<file path="src/inc/wdt_pkg.sv">
// Purpose: shared constants and types of the watchdog reset timer
// Assumes: APB byte address is four times the register index
// Notes: the oscillator clock is taken to be pclk
package wdt_pkg;
    // register indices and byte addresses
    localparam int WDT_AW = 18;
    localparam logic [15:0] WDT_IDX_CSR = 16'hFFBE;
    localparam logic [15:0] WDT_IDX_CNT = 16'hFFBF;
    localparam logic [WDT_AW-1:0] WDT_ADDR_CSR = {WDT_IDX_CSR, 2'h0};
    localparam logic [WDT_AW-1:0] WDT_ADDR_CNT = {WDT_IDX_CNT, 2'h0};
    // control/status field positions
    localparam int WDT_BIT_FLAG = 0;
    localparam int WDT_BIT_FLAG_GUARD = 1;
    localparam int WDT_BIT_RUN = 2;
    localparam int WDT_BIT_RUN_GUARD = 3;
    localparam int WDT_BIT_REG_WEN = 4;
    localparam int WDT_BIT_REG_GUARD = 5;
    localparam int WDT_BIT_CNT_WEN = 6;
    localparam int WDT_BIT_CNT_GUARD = 7;
    // reset values and masks
    localparam logic [7:0] WDT_CSR_RESET = 8'hAA;
    localparam logic [7:0] WDT_GUARD_MASK = 8'hAA;
    localparam logic [7:0] WDT_CNT_RESET = 8'h00;
    localparam logic [7:0] WDT_CNT_MAX = 8'hFF;
    // timing: clock rate, prescaler ratio, reset length in oscillator cycles
    localparam int WDT_CLK_HZ = 10_000_000;
    localparam int WDT_PRESCALE = 8192;
    localparam int WDT_RESET_OSC_CYCLES = 512;
    localparam int WDT_RESET_CYCLES = WDT_RESET_OSC_CYCLES;
    // writable state of the control/status register
    typedef struct packed {
        logic count_write_en;
        logic reg_write_en;
        logic wdt_run;
        logic overflow_reset_flag;
    } wdt_csr_t;
endpackage

</file>
<file path="src/hw/wdt_timer.sv">
// Purpose: watchdog reset timer with APB register access
// Assumes: pclk 10 MHz doubles as the oscillator clock; inputs synchronous
// Notes: presetn is the external reset pin; wdt_reset_n is the internal reset
`timescale 1ns/1ps

// Operation
// - 8-bit up-counter advances once per system clock divided by 8192
// - wrap from FF to 00 fires internal chip reset and sets overflow flag
// - internal reset stays asserted for 512 oscillator cycles
// - software counter write loads value, counting continues from it
// - count write enable bit 6 gates counter writes, resets to 0
// - guard bits 7, 5, 3, 1 always read 1, never stored
// - bits 6, 4, 2, 0 change only if guard above written 0 same write
// - register write enable bit 4 gates writes to bits 2 and 0
// - run sets when register write enable already 1 and write has guard 0, run 1
// - run clears on any reset or enabled write with guard 0, run 0
// - counter advances only while run is 1
// - overflow flag clears on pin reset or enabled write of 0 to bits 1, 0
// - chip reset clears counter and bits 6, 4, 2, keeps overflow flag; low-power modes halt counter, keep state
module wdt_timer
    import wdt_pkg::*;
#(
    parameter int PRESCALE = WDT_PRESCALE,
    parameter int RESET_CYCLES = WDT_RESET_CYCLES
) (
    // clock and external pin reset
    input wire logic pclk,
    input wire logic presetn,
    // apb slave
    input wire logic psel,
    input wire logic penable,
    input wire logic pwrite,
    input wire logic [WDT_AW-1:0] paddr,
    input wire logic [31:0] pwdata,
    output logic [31:0] prdata,
    output logic pready,
    output logic pslverr,
    // chip power state: high in watch, subactive, subsleep and standby
    input wire logic halt_mode,
    // internal chip reset
    output logic wdt_reset_n
);
    localparam int PW = $clog2(PRESCALE);
    localparam int RW = $clog2(RESET_CYCLES);

    wdt_csr_t csr;
    logic count_write_en;
    logic reg_write_en;
    logic wdt_run;
    logic overflow_reset_flag;
    logic [7:0] wdt_counter;
    logic [PW-1:0] presc;
    logic [RW-1:0] rst_cnt;
    logic setup;
    logic wr;
    logic hit_csr;
    logic hit_cnt;
    logic tick;
    logic overflow;
    logic cnt_wr;
    logic csr_wr;
    logic [7:0] wd;

    // guarded field update: new value only when allowed and guard written 0
    function automatic logic guarded(input logic cur, input logic nv,
                                     input logic guard_bit, input logic allow);
        guarded = (allow && !guard_bit) ? nv : cur;
    endfunction

    // assembled read value of the control/status register
    function automatic logic [7:0] csr_value(input wdt_csr_t c);
        logic [7:0] v;
        v = WDT_GUARD_MASK;
        v[WDT_BIT_CNT_WEN] = c.count_write_en;
        v[WDT_BIT_REG_WEN] = c.reg_write_en;
        v[WDT_BIT_RUN] = c.wdt_run;
        v[WDT_BIT_FLAG] = c.overflow_reset_flag;
        csr_value = v;
    endfunction

    // bus decode; writes land at the access edge with pready high
    assign setup = psel && !penable;
    assign wr = psel && penable && pready && pwrite && wdt_reset_n;
    assign hit_csr = (paddr == WDT_ADDR_CSR);
    assign hit_cnt = (paddr == WDT_ADDR_CNT);
    assign wd = pwdata[7:0];
    assign csr_wr = wr && hit_csr;
    assign cnt_wr = wr && hit_cnt && csr.count_write_en;

    // one flop per field, assembled here so no field has two driving processes
    assign csr = '{count_write_en, reg_write_en, wdt_run, overflow_reset_flag};

    // prescaled tick, stopped by run off, low-power modes and internal reset
    assign tick = csr.wdt_run && !halt_mode && wdt_reset_n
                  && (presc == PW'(PRESCALE - 1));
    assign overflow = tick && !cnt_wr && (wdt_counter == WDT_CNT_MAX);

    // apb answer: one access cycle, no wait states
    always_ff @(posedge pclk or negedge presetn) begin
        if (!presetn) begin
            pready <= 1'b0;
            pslverr <= 1'b0;
        end else begin
            pready <= setup;
            pslverr <= setup && !(hit_csr || hit_cnt);
        end
    end

    // read data captured in the setup cycle; reads never disturb state
    always_ff @(posedge pclk or negedge presetn) begin
        if (!presetn) begin
            prdata <= 32'h0000_0000;
        end else if (setup && !pwrite) begin
            if (hit_csr) begin
                prdata <= {24'h00_0000, csr_value(csr)};
            end else if (hit_cnt) begin
                prdata <= {24'h00_0000, wdt_counter};
            end else begin
                prdata <= 32'h0000_0000;
            end
        end
    end

    // prescaler; cleared on counter load so the full period follows
    always_ff @(posedge pclk or negedge presetn) begin
        if (!presetn) begin
            presc <= '0;
        end else if (!wdt_reset_n || !csr.wdt_run || cnt_wr) begin
            presc <= '0;
        end else if (!halt_mode) begin
            presc <= (presc == PW'(PRESCALE - 1)) ? '0 : presc + PW'(1);
        end
    end

    // counter; a software load beats a same-cycle increment
    always_ff @(posedge pclk or negedge presetn) begin
        if (!presetn) begin
            wdt_counter <= WDT_CNT_RESET;
        end else if (overflow || !wdt_reset_n) begin
            wdt_counter <= WDT_CNT_RESET;
        end else if (cnt_wr) begin
            wdt_counter <= wd;
        end else if (tick) begin
            wdt_counter <= wdt_counter + 8'h01;
        end
    end

    // internal reset pulse, counted in oscillator cycles
    always_ff @(posedge pclk or negedge presetn) begin
        if (!presetn) begin
            wdt_reset_n <= 1'b1;
            rst_cnt <= '0;
        end else if (overflow) begin
            wdt_reset_n <= 1'b0;
            rst_cnt <= RW'(RESET_CYCLES - 1);
        end else if (!wdt_reset_n) begin
            if (rst_cnt == '0) begin
                wdt_reset_n <= 1'b1;
            end else begin
                rst_cnt <= rst_cnt - RW'(1);
            end
        end
    end

    // enables and run bit; guard bits are never stored
    always_ff @(posedge pclk or negedge presetn) begin
        if (!presetn) begin
            count_write_en <= 1'b0;
            reg_write_en <= 1'b0;
            wdt_run <= 1'b0;
        end else if (overflow || !wdt_reset_n) begin
            count_write_en <= 1'b0;
            reg_write_en <= 1'b0;
            wdt_run <= 1'b0;
        end else if (csr_wr) begin
            count_write_en <= guarded(count_write_en, wd[WDT_BIT_CNT_WEN],
                                      wd[WDT_BIT_CNT_GUARD], 1'b1);
            reg_write_en <= guarded(reg_write_en, wd[WDT_BIT_REG_WEN],
                                    wd[WDT_BIT_REG_GUARD], 1'b1);
            wdt_run <= guarded(wdt_run, wd[WDT_BIT_RUN],
                               wd[WDT_BIT_RUN_GUARD],
                               reg_write_en);
        end
    end

    // overflow flag: pin reset or enabled write of 0 to bits 1, 0 clears it; setting wins over a clear
    always_ff @(posedge pclk or negedge presetn) begin
        if (!presetn) begin
            overflow_reset_flag <= 1'b0;
        end else if (overflow) begin
            overflow_reset_flag <= 1'b1;
        end else if (csr_wr && csr.reg_write_en && !wd[WDT_BIT_FLAG_GUARD]
                     && !wd[WDT_BIT_FLAG]) begin
            overflow_reset_flag <= 1'b0;
        end
    end

    // checking helpers: length of the current internal reset pulse
    logic [RW:0] low_len;
    always_ff @(posedge pclk or negedge presetn) begin
        if (!presetn) begin
            low_len <= '0;
        end else if (!wdt_reset_n) begin
            low_len <= low_len + (RW + 1)'(1);
        end else begin
            low_len <= '0;
        end
    end
endmodule // wdt_timer

</file>
<file path="config.mk">
export PLATFORM = sky130hd
export DESIGN_NAME = wdt_timer
export DESIGN_NICKNAME = d
export VERILOG_FILES = /design/src/inc/wdt_pkg.sv /design/src/hw/wdt_timer.sv
export SDC_FILE = /design/constraint.sdc
export NUM_CORES = 1
export LEC_CHECK = 0
export ABC_AREA = 1
export BUFFER_PORTS_ARGS = -buffer_cell sky130_fd_sc_hd__buf_2
export CORE_ASPECT_RATIO = 1.25
export CORE_UTILIZATION = 52
export DETAILED_ROUTE_END_ITERATION = 7
export PLACE_DENSITY = 0.78
export REMOVE_ABC_BUFFERS = 1
export SLEW_MARGIN = 15
export SYNTH_ARGS = -nofsm -noshare
export SYNTH_HDL_FRONTEND = slang
export SYNTH_SLANG_ARGS = --single-unit
</file>
<file path="constraint.sdc">
create_clock -name pclk -period 2.1 [get_ports pclk]
set_input_delay 0.21 -clock pclk [delete_from_list [all_inputs] [get_ports pclk]]
set_output_delay 0.21 -clock pclk [all_outputs]
set_load 0.005 [all_outputs]
</file>
# Yosys cells after proc, flatten, opt, wreduce, memory -nomap -nowiden
# Cells that the tools add are included.
[word_totals] reg_bits=69 inputBits=56 output_inout_bits=35 word_cells=90
[op_classes] addsub=3 n_eq_ne=9 n_mux=25 n_reduce_logical=42
[op_table] op="13-bit 2-to-1 mux" count=3
[op_table] op="18-bit equality test (second input constant)" count=2
[op_table] op="32-bit 2-to-1 mux" count=1
[op_table] op="8-bit 2-to-1 mux" count=4
[op_table] op="9-bit 2-to-1 mux" count=3
[op_table] op="1-bit logical AND" count=19
[op_table] op="1-bit 2-to-1 mux" count=14
[op_table] op="13-bit by 1-bit adder with 13-bit output (second input constant)" count=1
[op_table] op="13-bit equality test (second input constant)" count=1
[op_table] op="1-bit logical NOT" count=10
[op_table] op="9-bit logical NOT" count=1
[op_table] op="9-bit by 1-bit subtractor with 9-bit output (second input constant)" count=1
[op_table] op="8-bit by 1-bit adder with 8-bit output (second input constant)" count=1
[op_table] op="8-bit equality test (second input constant)" count=1
[op_table] op="2-bit by 1-bit != test with 1-bit output (second input constant)" count=4
[op_table] op="2-bit AND reduction" count=4
[op_table] op="2-bit nonzero test" count=3
[op_table] op="1-bit logical OR" count=4
[op_table] op="3-bit nonzero test" count=1
[op_table] op="2-bit != test (second input constant)" count=1

# Depth between registers and ports, before layout
# Gate-level depths: netlist of the first run.
[depth] ltp_word=12 ltp_mapped=12 depth_no_buf=12

# Worst setup path after synthesis of the first run
# No wires, ideal clock.
[synth_path] path_type="reg-to-reg" from="reg presc[0]" to="reg wdt_counter[7]" setup_ns=0.124 arrival_time_ns=1.539 required_time_ns=1.976 setup_slack_ns=0.437 stages_incl_launch_ff=12 n_path_buf=1 period_less_slack_ns=1.663 path_cell_list="dfrtp_1 ha_1 nand2_1 nor2_2 nand2_1 nor2_1 nand3_1 nor2_1 nand2_2 nand2_1 buf_4 o21bai_1"
[synth_between] elab_chain_cells=6 elab_cells_between_ends=7 cone_classes="eq/ne: 1; mux: 1; reduce/logical: 5"
[synth_lines] item="start: declaration" line_no="wdt_timer.sv:52" rtl="logic [PW-1:0] presc;"
[synth_lines] item="start signal: assignment" line_no="wdt_timer.sv:131" rtl="presc <= (presc == PW'(PRESCALE - 1)) ? '0 : presc + PW'(1);"
[synth_lines] item="13-bit equality test (*)" line_no="wdt_timer.sv:95" rtl="&& (presc == PW'(PRESCALE - 1));"
[synth_lines] item="1-bit logical AND (*)" line_no="wdt_timer.sv:95"
[synth_lines] item="1-bit logical AND (2 in a row)" line_no="wdt_timer.sv:96" rtl="assign overflow = tick && !cnt_wr && (wdt_counter == WDT_CNT_MAX);"
[synth_lines] item="1-bit logical OR" line_no="wdt_timer.sv:139" rtl="end else if (overflow || !wdt_reset_n) begin"
[synth_lines] item="3-bit nonzero test (no source line) / 8-bit 2-to-1 mux (equally long branches)"
[synth_lines] item="end signal: assignment" line_no="wdt_timer.sv:142" rtl="wdt_counter <= wd;"
[synth_lines] item="end signal: assignment" line_no="wdt_timer.sv:144" rtl="wdt_counter <= wdt_counter + 8'h01;"
[synth_lines] item="end: declaration" line_no="wdt_timer.sv:51" rtl="logic [7:0] wdt_counter;"
# Mark *: on every way between the ends. The rest lies on a longest branch, timed or not.
# A chain may end at the register's enable or synchronous reset.

# Worst setup path in the final report of the first run
[layout_path] from="reg rst_cnt[0]" to="reg rst_cnt[3]"
[layout_between] elab_chain_cells=4 elab_cells_between_ends=7 cone_classes="add/sub: 1; eq/ne: 1; mux: 3; reduce/logical: 2"
[layout_lines] item="start: declaration" line_no="wdt_timer.sv:53" rtl="logic [RW-1:0] rst_cnt;"
[layout_lines] item="start signal: assignment" line_no="wdt_timer.sv:155" rtl="rst_cnt <= RW'(RESET_CYCLES - 1);"
[layout_lines] item="start signal: assignment" line_no="wdt_timer.sv:160" rtl="rst_cnt <= rst_cnt - RW'(1);"
[layout_lines] item="9-bit by 1-bit subtractor with 9-bit output" line_no="wdt_timer.sv:160"
[layout_lines] item="9-bit 2-to-1 mux" line_no="wdt_timer.sv:157" rtl="if (rst_cnt == '0) begin"
[layout_lines] item="9-bit 2-to-1 mux" line_no="wdt_timer.sv:156" rtl="end else if (!wdt_reset_n) begin"
[layout_lines] item="9-bit 2-to-1 mux" line_no="wdt_timer.sv:153" rtl="end else if (overflow) begin"
# Several ways; a longest one is shown, not always the timed one. The select of a mux whose other input is x is not followed.

==> impl_metrics.tcl, run 1 <==
set metrics [dict create \
    status "finished, final reports clean" \
    antenna_cells 0 \
    rsz0062_at_grt "no" \
    cp.arrival_ns 2.07 \
    avgSynthCellArea_um2 7.15 \
    maxCapViolations 0 \
    area_delta_synth_final_pct 14.3 \
    finalCritPeriodShare 0.873 \
    setup_viol 0 \
    synth_compound_area_frac 0.0766 \
    synthFlopType "dfrtp_1" \
    crit_path_end_kind "register" \
    cts_buffer_depth 2 \
    yosys.area.top_type "dfrtp_1" \
    synthAdderAreaFrac 0.0128 \
    drcViolationCount 0 \
    hpwl_mm 4.93 \
    synth_xor_area_frac 0.0329 \
    grt_max_degree 46 \
    cts_root_buffer "clkbuf_8" \
    hp-class "primary input to register" \
    final_cell_mix "108 x nand2_1, 51 x inv_1, 47 x nand3_1" \
    hold_viol_final 0 \
    min_path_cells 3 \
    antenna_found_initial 0 \
    finalCriticalPeriod_ns 1.83 \
    netlist_instances 409 \
    clock.fmax_ghz 0.545 \
    synthMuxAreaShare 0 \
    final_common_cell "nand2_1" \
    fp.dieW_um 69.1 \
    power_mw 1.75 \
    numCtsBuffers 5 \
    die_h_um 85.8 \
    clock_latency_ns 0.30 \
    layout-drive-gt1-share 0.168 \
    grt_usage 0.230 \
    tns_ns 0 \
    io_buffers 42 \
    crit_required_ns 2.34 \
    ff2ff_path_depth 10 \
    routed_wl_mm 6.53 \
    gp_congestion 0.912 \
    fin_skew_ns 0.00825 \
    rrSetupSlack_ns 0.27 \
    fp-row-count 30 \
    rr_startpoint "rst_cnt[0]" \
    drt-initial-drc-count 188 \
    htreeDepth 2 \
    viasPerCell 5.08 \
    clk_pin_slew_ns 0.09 \
    p_leak_nw 1.70 \
    slew_headroom 0.637 \
    ir_drop_v 0.000468 \
    synth-simple-area-share 0.356 \
    crit_path_start_kind "register" \
    synth-edff-count 0 \
    yosys-top-cells-area "dfrtp_1 38%, nand2_1 14%, nand3_1 8.0%" \
    synth_top_cell_area_share 0.377 \
    via_count 2706 \
    worst_pin_slew_ns 0.544 \
    fillers 516 \
    cts_sinks 45 \
    io_pins 91 \
    syn_area_um2 2920 \
    initial_core_util 0.541 \
    post_drt_wl_per_cell_um 12.3 \
    synth_warnings 0 \
    cts_tree "yes" \
    synth_top_family_by_area "simple AND/OR/NAND/NOR gates" \
    die_area_um2 5930 \
    cp_max_fo 6 \
    slew_violations 0 \
    r2r_end "rst_cnt[3]" \
    crit_type "register to register" \
    first_pass_iters 4 \
    async_flop_share 1.00 \
    grt_pass1_vias 2589 \
    grt_pass1_wl_mm 11.2 \
    ant_nets 0 \
    nets 527 \
    hp-start "psel" \
    grt_overflow 0 \
    ys_seq_area_frac 0.386 \
    synth.distinct_cells 32 \
    coreArea_um2 5410 \
    ys_ff_latch 45 \
    pwr_density_cell_nw_per_um2 523 \
    hold_end "pready" \
]
==> kinds of logic (layout without fill, tap and decap cells) <==
logic type / after synthesis / count (layout)
buf+inv: 79 / 116
other cells: 1 / 24
fa+ha+maj: 3 / 3
flops: 45 / 45
compound gates: 40 / 40
xor+xnor: 11 / 11
simple gates: 230 / 230
==> flip-flops by register name (all words and copies together), names as in the netlist <==
| name | flops |
|---|---|
| count_write_en | 1 |
| rst_cnt | 9 |
| prdata | 8 |
| wdt_run | 1 |
| reg_write_en | 1 |
| pready | 1 |
| wdt_counter | 8 |
| pslverr | 1 |
| overflow_reset_flag | 1 |
| wdt_reset_n | 1 |
| presc | 13 |
==> power breakdown <==
part           total, mW  internal [mW]  switching [mW]
clock              0.696          0.389           0.308
combinational      0.149         0.0659          0.0826
sequential         0.903          0.892          0.0116
==> final cells by class <==
cell class                 count  area, µm²  share of cell area
multi-input combinational    308       1490               0.447
sequential                    45       1130               0.337
timing repair buffer          56        330              0.0988
inverter                      52        195              0.0584
clock buffer                   7       86.3              0.0258
tap                           64       80.1              0.0240
clock inverter                 1       30.0             0.00899
==> layer usage <==
metal / GRT usage / part of all wire / vias to the layer above / routed length (µm)
met1: 0.253 / 0.42 / 1278 / 2760
li1: - / - / 1381 / -
met2: 0.447 / 0.54 / 37 / 3540
met4: 0.0724 / 0.015 / 0 / 99
met5: 0 / 0 / - / 0
met3: 0.0376 / 0.021 / 10 / 136
==> how the worst max path moves through the flow <==
stage / start / end / slack (ns) / cells after the start
finish: rst_cnt[0] / rst_cnt[3] / 0.27 / 10
CTS: presc[0] / wdt_run / 0.20 / 13
global route: presc[1] / rst_cnt[5] / 0.05 / 13
global placement: presc[0] / wdt_run / 0.25 / 13
detailed placement: presc[0] / wdt_run / 0.21 / 13
floorplan: presc[0] / wdt_run / 0.37 / 12
==> stage by stage <==
step                instances  setup WS, ns  instance area, µm²  utilization  hold slack (ns)
CTS                       530         0.204                3320        0.614            0.137
finish                    533         0.266                3340        0.618            0.143
global placement          521         0.249                3190        0.590            0.208
floorplan                 405         0.371                2810            -          -0.0856
detailed placement        521         0.211                3190        0.590            0.211
global route              533        0.0519                3340        0.618            0.171
==> cell usage after synthesis, types with 5 or more instances <==
cell       n
o21ai_1    8
nand4_1   11
xor2_1    10
nand3_1   47
dfrtp_1   44
a21oi_1   12
buf_4     25
nor2_1    39
o21ai_0   11
nand2_1  108
inv_1     51
nor2_2     5
==> worst max-delay path: stages (launching register included) <==
cell and delay, ns:
dfrtp_1 0.39, inv_1 0.12, ha_1 0.16, inv_1 0.04, nor2_1 0.20, nand4_1 0.16, o21ai_1 0.28, inv_1 0.16
nand2_1 0.11, o21ai_0 0.08, nand3_1 0.08
==> repair_timing <==
action / in CTS / in global routing
setup buffers: 0 / 3
gates resized for setup: 0 / 1
endpoints found under the hold margin: 44 / 0
endpoints found under the setup margin: 0 / 10
hold buffers: 1 / 0
No activity file was read; power rests on OpenSTA's default activity.
==> run 2, diff against run 1 <==
--- a/config.mk
+++ b/config.mk
@@ -12,6 +12,7 @@
 export DETAILED_ROUTE_END_ITERATION = 7
 export PLACE_DENSITY = 0.78
 export REMOVE_ABC_BUFFERS = 1
+export SETUP_SLACK_MARGIN = 0.4
 export SLEW_MARGIN = 15
 export SYNTH_ARGS = -nofsm -noshare
 export SYNTH_HDL_FRONTEND = slang
==> impl_metrics.tcl, run 2 (synthesis gave the netlist of run 1 again) <==
set metrics [dict create \
    largest_reg_flops 13 \
    die_area_um2 5930 \
    crit_path_end_kind "register" \
    die_h_um 85.8 \
    ir_drop_v 0.000447 \
    final_cell_mix "104 x nand2_1, 45 x inv_1, 45 x nand3_1" \
    status "finished, final reports clean" \
    grt_max_degree 46 \
    p_leak_nw 1.83 \
    io_pins 91 \
    pwr_density_cell_nw_per_um2 478 \
    antenna_cells 0 \
    critPathMaxStageDelay_ns 0.41 \
    critPathSlowestCell "dfrtp_1" \
    antenna_found_initial 0 \
    hp-class "primary input to register" \
    preCtsSetupSlack_ns 0.211 \
    cts_sinks 45 \
    fp-row-count 30 \
    ant_nets 0 \
    cp_cell_sequence "ha_4 > nand4_1 > nor2_1 > nand4_1 > buf_4 > nand3_2 > nand3_1 > o21bai_1" \
    drcViolationCount 0 \
    hpwl_mm 4.93 \
    htreeDepth 2 \
    setup_viol 0 \
    finalCriticalPeriod_ns 1.73 \
    fillers 466 \
    cts_root_buffer "clkbuf_8" \
    fin_skew_ns 0.00802 \
    initial_core_util 0.541 \
    drt-initial-drc-count 161 \
    first_pass_iters 5 \
    grt_pass1_vias 2646 \
    layout-drive-gt1-share 0.252 \
    cts_tree "yes" \
    grt_usage 0.234 \
    top_register "presc" \
    clock_latency_ns 0.30 \
    largestRegisters "presc: 13 flops, rst_cnt: 9 flops" \
    maxCapViolations 0 \
    final_common_cell "nand2_1" \
    cts_buffer_depth 2 \
    io_buffers 42 \
    clk_pin_slew_ns 0.09 \
    cp_max_fo 5 \
    slew_violations 0 \
    crit_required_ns 2.33 \
    gp_congestion 0.912 \
    routed_wl_mm 7.27 \
    crit_type "register to register" \
    crit_path_start_kind "register" \
    via_count 2881 \
    setup_slack_ns 0.369 \
    post_drt_wl_per_cell_um 13.1 \
    hold_viol_final 0 \
    rsz0062_at_grt "yes" \
    tns_ns 0 \
    whs_ns 0.161 \
    cp_common_cell "nand4_1" \
    cp.arrival_ns 1.96 \
    fp.dieW_um 69.1 \
    coreArea_um2 5410 \
    viasPerCell 5.18 \
    grt_pass1_wl_mm 11.3 \
    finalCritPeriodShare 0.824 \
    clock.fmax_ghz 0.578 \
    area_delta_synth_final_pct 25.4 \
    numCtsBuffers 5 \
    grt_overflow 0 \
    nets 550 \
]
-- run 2: changes by cell type in the layout (fill, tap and decap cells not counted), sizes merged --
cell / before / now
nand3: 48 / 49
clkinvlp: 0 / 1
inv: 51 / 50
buf: 55 / 77
-- run 2: stage by stage --
step	total power, mW	std cells	utilization	area [µm²]
after floorplan	0.980	405	-	2810
after global placement	1.07	521	0.590	3190
after detailed placement	1.07	521	0.590	3190
after CTS	1.77	535	0.626	3390
after global routing	1.82	556	0.678	3670
final	1.75	556	0.678	3670
-- run 2: critical path: cells and delay by family (launching register included) --
family / cells / cell delay (ns)
compound gates: 1 / 0.15
buf+inv: 1 / 0.23
flops: 1 / 0.41
fa+ha+maj: 1 / 0.19
simple gates: 5 / 0.70
-- run 2: power by group --
| part | total, mW | internal, mW | switching, mW |
|---|---|---|---|
| logic | 0.150 | 0.0661 | 0.0842 |
| clock network | 0.699 | 0.389 | 0.310 |
| registers | 0.903 | 0.892 | 0.0118 |
| total | 1.75 | 1.35 | 0.406 |
-- run 2: worst paths after layout --
path,startpoint,to,slack (ns),cells past startpoint
max,presc[0],wdt_counter[7],0.37,8
min,psel,pready,0.16,3
max reg2reg,presc[0],wdt_counter[7],0.37,8
min reg2reg,prdata[2],prdata[2],0.50,1
max in group asynchronous,presetn,wdt_reset_n,1.41,3
min in group asynchronous,presetn,prdata[4],0.40,3
-- run 2: repair_timing --
action / in CTS / in global routing
gates resized for setup: 8 / 27
endpoints found under the setup margin: 31 / 33
buffers inserted: 5 / 20
cloned: 0 / 1
pin swaps: 2 / 17
hold endpoints to repair: 44 / 0
hold buffers: 1 / 0
-- run 2: final cells by class --
type                            count  area [µm²]  area share
Multi-Input combinational cell    309        1620       0.441
Clock buffer                        7        86.3      0.0235
Inverter                           52         199      0.0542
Sequential cell                    45        1130       0.308
Clock inverter                      1        30.0     0.00819
Timing Repair Buffer               78         524       0.143
Tap cell                           64        80.1      0.0218
-- run 2: layer usage --
layer | global-route usage | vias to the layer above | wire (µm)
li1 | - | 1429 | -
met1 | 0.253 | 1357 | 2930
met2 | 0.459 | 76 | 3920
met3 | 0.0376 | 19 | 222
met4 | 0.0724 | 0 | 200
met5 | 0 | - | 0
==> run 3, diff against run 2 <==
--- a/config.mk
+++ b/config.mk
@@ -5,12 +5,12 @@
 export SDC_FILE = /design/constraint.sdc
 export NUM_CORES = 1
 export LEC_CHECK = 0
-export ABC_AREA = 1
+export ABC_AREA = 0
 export BUFFER_PORTS_ARGS = -buffer_cell sky130_fd_sc_hd__buf_2
 export CORE_ASPECT_RATIO = 1.25
-export CORE_UTILIZATION = 52
+export CORE_UTILIZATION = 45
 export DETAILED_ROUTE_END_ITERATION = 7
-export PLACE_DENSITY = 0.78
+export PLACE_DENSITY = 0.73
 export REMOVE_ABC_BUFFERS = 1
 export SETUP_SLACK_MARGIN = 0.4
 export SLEW_MARGIN = 15
==> constraint.sdc (replaced) <==
create_clock -name pclk -period 1.49 [get_ports pclk]
set_input_delay 0.149 -clock pclk [delete_from_list [all_inputs] [get_ports pclk]]
set_output_delay 0.149 -clock pclk [all_outputs]
set_load 0.005 [all_outputs]
==> impl_metrics.tcl, run 3 <==
set metrics [dict create \
    violations "setup timing" \
    nets 452 \
    htreeDepth 2 \
    synth_warnings 0 \
    viasPerCell 5.53 \
    grt_usage 0.235 \
    die_h_um 87.5 \
    finalCritPeriodShare 1.21 \
    hp-class "primary input to register" \
    async_flop_share 1.00 \
    crit_path_start_kind "register" \
    netlist_instances 280 \
    avgSynthCellArea_um2 9.39 \
    syn_area_um2 2630 \
    critPathSlowestCell "dfstp_2" \
    cts_buffer_depth 2 \
    grt_pass1_wl_mm 11.2 \
    clock.fmax_ghz 0.554 \
    ir_drop_v 0.000375 \
    placedCellCount 431 \
    final_common_cell "buf_4" \
    cp_max_fo 4 \
    slew_violations 0 \
    antenna_found_initial 0 \
    setup_slack_ns -0.314 \
    cts_sinks 45 \
    synth_most_common_cell "dfrtp_1" \
    hold_viol_final 0 \
    critPathMaxStageDelay_ns 0.56 \
    setup_viol 33 \
    grt_overflow 0 \
    yosys-top-cells-area "dfrtp_1 42%, buf_4 6.9%, nand2_1 5.9%" \
    yosys.area.top_type "dfrtp_1" \
    die_area_um2 6150 \
    io_buffers 42 \
    first_pass_iters 4 \
    worst_pin_slew_ns 0.517 \
    crit_type "register to register" \
    top_register "presc" \
    final_util 0.714 \
    antenna_cells 0 \
    cts_root_buffer "clkbuf_8" \
    final_cells 458 \
    grt_pass1_vias 2415 \
    cp_cell_sequence "nand3_2 > or2_4 > or4_1 > o21ai_1 > nand2_2" \
    routed_wl_mm 7.96 \
    synthFlopType "dfrtp_1" \
    path_buf_inv 0 \
    slew_headroom 0.656 \
    io_pins 91 \
    p_leak_nw 1.79 \
    synth-edff-count 0 \
    final_cell_mix "57 x buf_4, 44 x dfrtp_1, 37 x buf_2" \
    clock_latency_ns 0.31 \
    cts_tree "yes" \
    crit_path_end_kind "register" \
    crit_family "simple AND/OR/NAND/NOR gates" \
    clk_pin_slew_ns 0.10 \
    crit_required_ns 1.70 \
    grt_max_degree 46 \
    ant_nets 0 \
    rsz0062_at_grt "yes" \
    drt-initial-drc-count 192 \
    fillers 350 \
    fp-row-count 30 \
    maxCapViolations 0 \
    cp.arrival_ns 2.01 \
    layout-drive-gt1-share 0.497 \
    synth_top_cell_area_share 0.419 \
    via_count 2535 \
    finalCriticalPeriod_ns 1.80 \
    hpwl_mm 4.54 \
    pwr_density_cell_nw_per_um2 550 \
    ys_seq_area_frac 0.429 \
    synth_common_cells "44 x dfrtp_1, 41 x nand2_1, 24 x buf_4" \
    post_drt_wl_per_cell_um 17.4 \
    power_mw 2.17 \
    fp.dieW_um 70.4 \
    largestRegisters "presc: 13 flops, rst_cnt: 9 flops" \
    coreArea_um2 5520 \
    gp_congestion 0.902 \
    ys_ff_latch 45 \
    drcViolationCount 0 \
    whs_ns 0.0518 \
    initial_core_util 0.476 \
    numCtsBuffers 5 \
    synth.distinct_cells 49 \
    fin_skew_ns 0.0133 \
    area_delta_synth_final_pct 49.9 \
    largest_reg_flops 13 \
    tns_ns -6.23 \
    status "finished, violations left" \
]
-- run 3: cell count changes in the layout (fill, tap and decap cells not counted), sizes merged, moves of 7 or more --
| cell | delta |
|---|---|
| and3 | +9 |
| nand3 | -35 |
| nand2 | -70 |
| o21ai | -7 |
| buf | +36 |
| nor2 | -28 |
| inv | -46 |
| nor2b | +8 |
-- run 3: report_power, final --
group,switching [mW],internal (mW),total (mW)
combinational,0.103,0.0637,0.167
sequential,0.00106,1.22,1.22
clock,0.443,0.334,0.777
total,0.547,1.62,2.17
-- run 3: kinds of logic (layout without fill, tap and decap cells) --
kind of cell	count (synthesis)	count (layout)	synth area share
and+or+nand+nor	129	130	0.278
DFF	45	45	0.429
AOI/OAI and AO/OA	40	40	0.0995
buffers and inverters	36	126	0.0871
xor gates and xnor gates	20	20	0.0666
muxes	6	6	0.0243
adders and majority gates	3	3	0.0143
other	1	24	0.00143
-- run 3: repair_timing --
item / 4_1_cts / 5_1_grt
endpoints found under the setup margin: 44 / 44
hold buffers: 1 / 0
cloned: 1 / 0
resized for setup: 53 / 60
hold endpoints to repair: 44 / 0
buffers inserted: 8 / 9
pin swaps: 30 / 24
-- run 3: layout make-up --
type	count	area, µm²	share of cell area
clock buffers	6	72.6	0.0184
clock inverters	2	16.3	0.00413
inverters	4	15.0	0.00381
multi-input cells	223	1770	0.450
flip-flops and latches	45	1130	0.286
well taps	64	80.1	0.0203
repair buffers	114	857	0.218
-- run 3: worst reg2reg max path: stages (launching register included) --
cell and delay, ns:
dfstp_2 0.56, nand3_2 0.07, or2_4 0.28, or4_1 0.49, o21ai_1 0.23, nand2_2 0.07
-- run 3: final timing paths --
path / from / endpoint / slack, ns / cells after the start
setup / recovery: wdt_reset_n / overflow_reset_flag / -0.31 / 5
hold / removal: penable / pready / 0.05 / 2
setup reg to reg: wdt_reset_n / overflow_reset_flag / -0.31 / 5
hold reg to reg: prdata[7] / prdata[7] / 0.49 / 2
max in group asynchronous: presetn / wdt_reset_n / 0.83 / 3
min in group asynchronous: presetn / pslverr / 0.35 / 3
-- run 3: stage by stage --
stage | area [µm²] | worst slack, ns
finish | 3940 | -0.314
global route | 3940 | -0.389
CTS | 3590 | -0.311
detailed placement | 3210 | -0.427
global placement | 3210 | -0.390
floorplan | 2500 | -0.410
-- run 3: layer usage --
layer  global-route usage  routed length, µm  vias up
met4                0.135                384        0
met1                0.242               2870     1233
li1                     -                  -     1162
met5                    0                  0        -
met3               0.0382                338       39
met2                0.445               4360      101
